===== src/rtc_access_pkg.sv =====
package rtc_access_pkg;
  localparam logic [1:0] ptr_min_sec     = 2'h0;
  localparam logic [1:0] ptr_wday_hour   = 2'h1;
  localparam logic [1:0] ptr_month_day   = 2'h2;
  localparam logic [1:0] ptr_year        = 2'h3;
  localparam logic [7:0] unlock_key_1    = 8'h55;
  localparam logic [7:0] unlock_key_2    = 8'hAA;
  localparam int         wren_bit        = 13;
  localparam logic [7:0] byte_zero       = 8'h00;
  localparam logic [1:0] clk_sel_secondary_crystal_osc    = 2'h0;
  localparam logic [1:0] clk_sel_low_power_internal_osc    = 2'h1;
  localparam logic [1:0] clk_sel_line50  = 2'h2;
  localparam logic [1:0] clk_sel_line60  = 2'h3;
  localparam logic [7:0] reg_reset       = 8'h00;
  typedef enum logic [1:0] {key_idle, key_first, key_open} key_state_e;
endpackage


===== src/rtc_pointer_register_access.sv =====
`timescale 1ns/1ps
module rtc_pointer_register_access
  import rtc_access_pkg::*;
(
  input  wire logic       clk,
  input  wire logic       rst,
  input  wire logic       key_wr,
  input  wire logic [7:0] key_data,
  input  wire logic       wren_wr,
  input  wire logic       wren_data,
  input  wire logic       time_ptr_wr,
  input  wire logic [1:0] time_ptr_data,
  input  wire logic       alarm_ptr_wr,
  input  wire logic [1:0] alarm_ptr_data,
  input  wire logic       time_wr_hi,
  input  wire logic       time_wr_lo,
  input  wire logic       time_rd,
  input  wire logic       alarm_wr_hi,
  input  wire logic       alarm_wr_lo,
  input  wire logic       alarm_rd,
  input  wire logic [7:0] wr_data,
  input  wire logic       clk_sel_wr,
  input  wire logic [1:0] clk_sel_data,
  input  wire logic       ref_secondary_crystal_osc,
  input  wire logic       ref_low_power_internal_osc,
  input  wire logic       ref_line,
  output logic [7:0]      time_window_high_byte,
  output logic [7:0]      time_window_low_byte,
  output logic [7:0]      alarm_window_high_byte,
  output logic [7:0]      alarm_window_low_byte,
  output logic [1:0]      time_window_pointer,
  output logic [1:0]      alarm_window_pointer,
  output logic            timer_write_enable,
  output logic [1:0]      reference_clock_select,
  output logic            ref_clk_out
);
  function automatic logic [1:0] dec_ptr(input logic [1:0] p);
    return (p == ptr_min_sec) ? ptr_min_sec : p - 2'h1;
  endfunction

  logic [7:0] tregs [0:6];
  logic [7:0] next_tregs [0:6];
  logic [7:0] aregs [0:5];
  logic [7:0] next_aregs [0:5];
  logic [1:0] next_tptr, next_aptr, next_clk_sel;
  logic       next_wren;
  key_state_e key_state, next_key_state;
  logic [2:0] ref_sync1, ref_sync2;
  logic       next_ref_out;
  logic [7:0] next_thi, next_tlo, next_ahi, next_alo;

  // unlock sequencer: open lasts exactly one cycle after AAh
  always_comb begin
    next_key_state = key_idle;
    if (key_wr && key_data == unlock_key_1) begin
      next_key_state = key_first;
    end else if (key_state == key_first && !key_wr) begin
      next_key_state = key_first;
    end else if (key_state == key_first && key_wr && key_data == unlock_key_2) begin
      next_key_state = key_open;
    end
    case (key_state)
      key_idle, key_first, key_open: ;
      default: next_key_state = key_idle;
    endcase
  end

  always_comb begin
    next_wren = timer_write_enable;
    if (wren_wr) begin
      if (!wren_data) begin
        next_wren = 1'b0;
      end else if (key_state == key_open) begin
        next_wren = 1'b1;
      end
    end
  end

  // index 0 sec,1 min,2 hour,3 wday,4 day,5 month,6 year
  always_comb begin
    for (int i = 0; i < 7; i++) next_tregs[i] = tregs[i];
    for (int i = 0; i < 6; i++) next_aregs[i] = aregs[i];
    next_tptr = time_window_pointer;
    next_aptr = alarm_window_pointer;
    if (timer_write_enable) begin
      // time write routing, empty high byte at year
      case (time_window_pointer)
        ptr_min_sec: begin
          if (time_wr_hi) next_tregs[1] = wr_data;
          if (time_wr_lo) next_tregs[0] = wr_data;
        end
        ptr_wday_hour: begin
          if (time_wr_hi) next_tregs[3] = wr_data;
          if (time_wr_lo) next_tregs[2] = wr_data;
        end
        ptr_month_day: begin
          if (time_wr_hi) next_tregs[5] = wr_data;
          if (time_wr_lo) next_tregs[4] = wr_data;
        end
        default: begin
          if (time_wr_lo) next_tregs[6] = wr_data;
        end
      endcase
    end
    // alarm write routing, nothing at pointer 3
    case (alarm_window_pointer)
      ptr_min_sec: begin
        if (alarm_wr_hi) next_aregs[1] = wr_data;
        if (alarm_wr_lo) next_aregs[0] = wr_data;
      end
      ptr_wday_hour: begin
        if (alarm_wr_hi) next_aregs[3] = wr_data;
        if (alarm_wr_lo) next_aregs[2] = wr_data;
      end
      ptr_month_day: begin
        if (alarm_wr_hi) next_aregs[5] = wr_data;
        if (alarm_wr_lo) next_aregs[4] = wr_data;
      end
      default: ;
    endcase
    // time pointer step on enabled high write, and on read
    if (time_ptr_wr) begin
      next_tptr = time_ptr_data;
    end else if ((time_wr_hi && timer_write_enable) || time_rd) begin
      next_tptr = dec_ptr(time_window_pointer);
    end
    // alarm pointer step on high write, and on read
    if (alarm_ptr_wr) begin
      next_aptr = alarm_ptr_data;
    end else if (alarm_wr_hi || alarm_rd) begin
      next_aptr = dec_ptr(alarm_window_pointer);
    end
  end

  // read view follows the next pointer so the window shows what is selected
  always_comb begin
    next_thi = byte_zero;
    next_tlo = byte_zero;
    next_ahi = byte_zero;
    next_alo = byte_zero;
    case (next_tptr)
      ptr_min_sec: begin next_thi = next_tregs[1]; next_tlo = next_tregs[0]; end
      ptr_wday_hour: begin next_thi = next_tregs[3]; next_tlo = next_tregs[2]; end
      ptr_month_day: begin next_thi = next_tregs[5]; next_tlo = next_tregs[4]; end
      default: next_tlo = next_tregs[6];
    endcase
    case (next_aptr)
      ptr_min_sec: begin next_ahi = next_aregs[1]; next_alo = next_aregs[0]; end
      ptr_wday_hour: begin next_ahi = next_aregs[3]; next_alo = next_aregs[2]; end
      ptr_month_day: begin next_ahi = next_aregs[5]; next_alo = next_aregs[4]; end
      default: ;
    endcase
  end

  // reference source mux on synchronised inputs
  always_comb begin
    next_clk_sel = clk_sel_wr ? clk_sel_data : reference_clock_select;
    case (reference_clock_select)
      clk_sel_secondary_crystal_osc: next_ref_out = ref_sync2[0];
      clk_sel_low_power_internal_osc: next_ref_out = ref_sync2[1];
      clk_sel_line50, clk_sel_line60: next_ref_out = ref_sync2[2];
      default: next_ref_out = 1'b0;
    endcase
  end

  always_ff @(posedge clk or posedge rst) begin
    if (rst) begin
      for (int i = 0; i < 7; i++) tregs[i] <= reg_reset;
      for (int i = 0; i < 6; i++) aregs[i] <= reg_reset;
      key_state              <= key_idle;
      timer_write_enable     <= 1'b0;
      time_window_pointer    <= ptr_min_sec;
      alarm_window_pointer   <= ptr_min_sec;
      reference_clock_select <= clk_sel_secondary_crystal_osc;
      ref_sync1              <= 3'h0;
      ref_sync2              <= 3'h0;
      ref_clk_out            <= 1'b0;
      time_window_high_byte  <= byte_zero;
      time_window_low_byte   <= byte_zero;
      alarm_window_high_byte <= byte_zero;
      alarm_window_low_byte  <= byte_zero;
    end else begin
      for (int i = 0; i < 7; i++) tregs[i] <= next_tregs[i];
      for (int i = 0; i < 6; i++) aregs[i] <= next_aregs[i];
      key_state              <= next_key_state;
      timer_write_enable     <= next_wren;
      time_window_pointer    <= next_tptr;
      alarm_window_pointer   <= next_aptr;
      reference_clock_select <= next_clk_sel;
      ref_sync1              <= {ref_line, ref_low_power_internal_osc, ref_secondary_crystal_osc};
      ref_sync2              <= ref_sync1;
      ref_clk_out            <= next_ref_out;
      time_window_high_byte  <= next_thi;
      time_window_low_byte   <= next_tlo;
      alarm_window_high_byte <= next_ahi;
      alarm_window_low_byte  <= next_alo;
    end
  end
endmodule


===== config.mk =====
export PLATFORM = sky130hd
export DESIGN_NAME = rtc_pointer_register_access
export DESIGN_NICKNAME = d
export VERILOG_FILES = /design/src/rtc_access_pkg.sv /design/src/rtc_pointer_register_access.sv
export SDC_FILE = /design/constraint.sdc
export NUM_CORES = 1
export LEC_CHECK = 0
export BUFFER_PORTS_ARGS = -buffer_cell sky130_fd_sc_hd__buf_2
export CORE_UTILIZATION = 55
export CTS_CLUSTER_DIAMETER = 80
export DETAILED_ROUTE_END_ITERATION = 10
export PLACE_DENSITY = 0.76
export SETUP_SLACK_MARGIN = 0.1
export SLEW_MARGIN = 20
export SYNTH_ARGS = -nofsm -noshare
export SYNTH_HDL_FRONTEND = slang
export SYNTH_SLANG_ARGS = --single-unit
export TNS_END_PERCENT = 20

===== constraint.sdc =====
create_clock -name clk -period 6.2 [get_ports clk]
set_clock_uncertainty 0.15 [all_clocks]
set_input_delay 1.24 -clock clk [delete_from_list [all_inputs] [get_ports clk]]
set_output_delay 1.24 -clock clk [all_outputs]
set_load 0.02 [all_outputs]

After elaboration in Yosys (flattened, before gate mapping)
Index checks and enable logic that the tools add are counted.
W data, S select, Z words.

cells by class
  add/sub/neg operators = 2
  muxes and demuxes = 38
  eq/ne operators = 16
  reduce and logical (&&, ||, !) cells = 18

operators with widths
  cell                   count
  $mux W8                14
  $mux W16               6
  $pmux W8 S3            4
  $mux W56               1
  $mux W2                10
  $eq A2 B2 Y1 const B   7
  $eq A2 B1 Y1 const B   6
  $logic_not A2 Y1       6
  $eq A8 B7 Y1 const B   1
  $eq A8 B8 Y1 const B   1
  $reduce_or A3 Y1       2
  $logic_and A1 B1 Y1    5
  $sub A2 B1 Y2 const B  2
  $pmux W1 S3            1
  $logic_or A1 B1 Y1     2
  $mux W1                2
  $ne A2 B1 Y1 const B   1
  $reduce_and A2 Y1      1
  $reduce_or A2 Y1       1
  $logic_not A1 Y1       1

word-level totals
  output and inout bits = 40
  flip-flop bits (word level) = 152
  bits of input ports = 39
  word-level logic and storage cells = 99

Logic depth before layout (Yosys ltp)
  depth after elaboration = 7
  depth in mapped cells = 7
  depth with buffers taken out = 5

Worst setup path before layout
No wires, ideal clock.

  path kind = in2reg
  start point = input port time_ptr_wr
  end point = register time_window_low_byte[0]
  data required time = 5924 ps
  setup time = 126 ps
  path slack = 3421 ps
  arrival time = 2503 ps
  cell stages on the path = 7
  path through = buf_2 nor2b_1 buf_6 a221oi_2 buf_4 nor2_1 o32a_1

on the way
  cells in the longest elaborated chain, start to end = 3

ends and longest elaborated chain
  element                               RTL line                            source
  start: declaration                    rtc_pointer_register_access.sv:11   input wire logic time_ptr_wr,
  $mux W2 *                             rtc_pointer_register_access.sv:122  if (time_ptr_wr) begin
  $eq A2 B2 Y1 (tied with other cells)  rtc_pointer_register_access.sv:141  case (next_tptr)
  $pmux W8 S3 *                         rtc_pointer_register_access.sv:141
  named net next_tlo[0]                 rtc_pointer_register_access.sv:50   logic [7:0] next_thi, next_tlo, next_ahi, next_alo;
  end signal: assignment                rtc_pointer_register_access.sv:179  time_window_low_byte <= byte_zero;
  end signal: assignment                rtc_pointer_register_access.sv:194  time_window_low_byte <= next_tlo;
  end: declaration                      rtc_pointer_register_access.sv:28   output logic [7:0] time_window_low_byte,

The timed path passes the listed nets; every way through them passes the cells marked *.
A chain may end at the register's enable or synchronous reset.

Worst setup path in the final report
  start point = input port alarm_ptr_wr
  end point = register alarm_window_high_byte[2]

on the way
  cells in the longest elaborated chain, start to end = 3

ends and longest elaborated chain
  element                               RTL line                            source
  start: declaration                    rtc_pointer_register_access.sv:13   input wire logic alarm_ptr_wr,
  $mux W2 *                             rtc_pointer_register_access.sv:128  if (alarm_ptr_wr) begin
  $eq A2 B2 Y1 (tied with other cells)  rtc_pointer_register_access.sv:147  case (next_aptr)
  $pmux W8 S3 *                         rtc_pointer_register_access.sv:147
  named net next_ahi[2]                 rtc_pointer_register_access.sv:50
  end signal: assignment                rtc_pointer_register_access.sv:180  alarm_window_high_byte <= byte_zero;
  end signal: assignment                rtc_pointer_register_access.sv:195  alarm_window_high_byte <= next_ahi;
  end: declaration                      rtc_pointer_register_access.sv:29   output logic [7:0] alarm_window_high_byte,

Marks and branches as above.

==> results.toml <==
[outcome]
outcome = "finished with violations"
violations = "design-rule violations"

[floorplanning]
core-area_um2 = 11560
dieArea_um2 = 12470
die_h_um = 111.7
rows = 39
die_w_um = 111.7
initial_core_util = 0.5721
ios = 79

[routing]
drt_iter0_markers = 262
ant_nets = 0
via_per_inst = 6.003
drt_pre_antenna_iters = 8
drc_errors = 8
dr_total_vias = 4178
routed_wl_um = 14240
wl_per_cell_um = 20.45

[power]
power_frac_clock = 0.417
peakVddDrop_mv = 0.2544
p_per_area_nw_per_um2 = 343.4
p_sw_frac = 0.2445
p_sw_mw = 0.6423
power.internal_mw = 1.985
power_frac_seq = 0.440
leakagePower_nw = 3.774
pwr-share-comb = 0.143

[worst_hold_path]
holdPathStages = 0
hold_class = "reg -> reg"

[placement]
dp.final_hpwl_um = 9017
place_congestion = 0.8506
numPortBuffers = 78
dpl.cell_count = 665

[sta]
max_clock_freq_mhz = 320.5
hold_violations = 0
rsz0062_at_grt = "false"
holdWs_ns = 0.1999
relSlewSlack = 0.3566
finalSetupTns_ns = 0
finalCriticalPeriod_ns = 3.120
setup_viol = 0
tightest_slew_ns = 0.9651
finalCritPeriodShare = 0.5033
slew_viol_final = 0

[clocking]
cts.path.max_buffers = 2
clk_latency_ns = 0.42
cts_buffers = 17
postCtsSetupBuffers = 0
cts_sinks = 152
cts.clk_slew.worst_paths_ns = 0.06
cts_root_buf = "clkbuf_16"
cts_max_level = 4
cts_repair_resize_count = 0
cts_tree = "yes"
ctsHoldBuffers = 0

[synthesis]
syn_area_per_cell_um2 = 13.93
yosysTopAreaCellShare = 0.5749
yosysTopAreaCell = "dfrtp_1"
ys_warn_count = 0
synth-edff-count = 0
synth.cell_area_um2 = 6616
synth_area_leaders = "dfrtp_1 57%, mux2_2 15%, mux2i_1 2.4%, a311oi_1 2.0%, mux4_2 1.7%"
synth_nets = 514
ys_types = 59
synth_flop_cell = "dfrtp_1"
synth_cells = 475
async_reset_ff_frac = 1.000
synth_seq_area_share = 0.5749
ys_ff_latch = 152

[grt]
antenna_found_initial = 0
grt_pass1_vias = 4515
grt-ovfl-total = 0
grt_pass1_wl_um = 23490
grt_max_degree = 113
track_usage = 0.2494

[flow_run]
drv_cap = 0

[worst_setup_path]
crit_arrival_ns = 3.23
slowest_delay_ns = 0.68
cp_slowest_cell = "and2_1"
cp-start-kind = "input pin"
worstSetupEndpointType = "flop"
rrSetupSlack_ns = 3.16
cp_max_fo = 17
cp_cell_sequence = "buf_2, clkinv_1, o211ai_2, and2_1, o31ai_1"
critPathRequiredTime_ns = 6.31
path_class = "in -> reg"
rr_worst_depth = 4

[final_layout]
final_util = 0.6616
drive_gt1_frac = 0.3978
layout_commonest_cell = "dfrtp_1"
syn_to_final_growth_pct = 15.64
diodes = 0
mostFrequentLayoutCells = "152 x dfrtp_1, 88 x mux2_2, 78 x buf_2, 20 x nor2_1"
finalNonFillerCells = 696
nNetsFinal = 580
[synthesized netlist by cell type, drive strengths merged, types with 3 or more instances]
| cell | count |
|---|---|
| a221o | 3 |
| o31ai | 15 |
| nor2b | 4 |
| and2 | 3 |
| inv | 19 |
| a311oi | 15 |
| nand4b | 4 |
| nand4 | 18 |
| clkbuf | 16 |
| buf | 17 |
| o32a | 4 |
| nand2b | 5 |
| a21oi | 3 |
| nand2 | 7 |
| o211a | 3 |
| nor2 | 21 |
| dfrtp | 152 |
| mux2i | 16 |
| o21a | 3 |
| a21boi | 4 |
| mux4 | 5 |
| nand3b | 5 |
| mux2 | 96 |
| o21ai | 3 |
[sequential cells by signal (all words and copies together), names as in the netlist]
signal / count
ref_clk_out: 1
key_state: 2
time_window_low_byte: 8
timer_write_enable: 1
alarm_window_high_byte: 8
reference_clock_select: 2
aregs: 48
time_window_high_byte: 8
tregs: 56
ref_sync1: 3
alarm_window_low_byte: 8
alarm_window_pointer: 2
time_window_pointer: 2
ref_sync2: 3
[power by group through the flow]
| stage | Sequential [mW] | Combinational [mW] | Clock (mW) |
|---|---|---|---|
| final | 1.16 | 0.376 | 1.10 |
| after global routing | 1.17 | 0.407 | 1.15 |
| after CTS | 1.16 | 0.377 | 1.11 |
| after detailed placement | 1.17 | 0.373 | 0 |
| after global placement | 1.17 | 0.362 | 0 |
| after floorplan | 1.19 | 0.240 | 0 |
[per-stage QoR]
stage                     worst slack [ns]  power (mW)  instance area (um2)
after floorplan                     0.7169       1.435                 6616
after global placement               2.645       1.529                 7020
after detailed placement             2.583       1.546                 7020
after CTS                            2.990       2.646                 7647
after global routing                 2.942       2.729                 7651
final                                3.080       2.628                 7651
[area by class of cell]
type	instances	area (um2)
fill	831	3914
clock buffer	22	454.2
timing repair buffer	80	405.4
clock inverter	9	172.7
inverter	20	80.08
sequential	152	3804
tap	143	178.9
multi-input combinational	270	2556
[cell families (layout without fill, tap and decap cells)]
| group | count (synthesis) | after routing | share of synthesized area |
|---|---|---|---|
| buffers and inverters | 53 | 131 | 0.03933 |
| multiplexers | 117 | 117 | 0.2069 |
| AO/OA/AOI/OAI | 71 | 71 | 0.08907 |
| AND/OR/NAND/NOR | 82 | 82 | 0.08983 |
| flip-flops | 152 | 152 | 0.5749 |
[worst max-delay path, delay by kind of cell]
kind / cells / cell delay [ns]
compound gates: 2 / 0.77
simple gates: 1 / 0.68
buf+inv: 2 / 0.54
[routing by layer]
layer / GRT usage / routed length [um] / vias up / part of all wire
met5: 0 / 0 / - / 0
met2: 0.3979 / 7265 / 128 / 0.51
li1: - / - / 1890 / -
met4: 0.1198 / 283 / 0 / 0.020
met1: 0.3254 / 5923 / 2135 / 0.42
met3: 0.05607 / 764 / 25 / 0.054
[worst paths after layout]
kind,from,end
setup / recovery,alarm_ptr_wr,alarm_window_high_byte[2]$_DFF_PP0_
max in group asynchronous,rst,aregs[23]$_DFF_PP0_
hold reg to reg,ref_sync1[2]$_DFF_PP0_,ref_sync2[2]$_DFF_PP0_
hold / removal,ref_sync1[2]$_DFF_PP0_,ref_sync2[2]$_DFF_PP0_
min in group asynchronous,rst,aregs[40]$_DFF_PP0_
setup reg to reg,alarm_window_pointer[1]$_DFF_PP0_,alarm_window_high_byte[2]$_DFF_PP0_
Note: power is estimated with default switching activity, not from simulation.
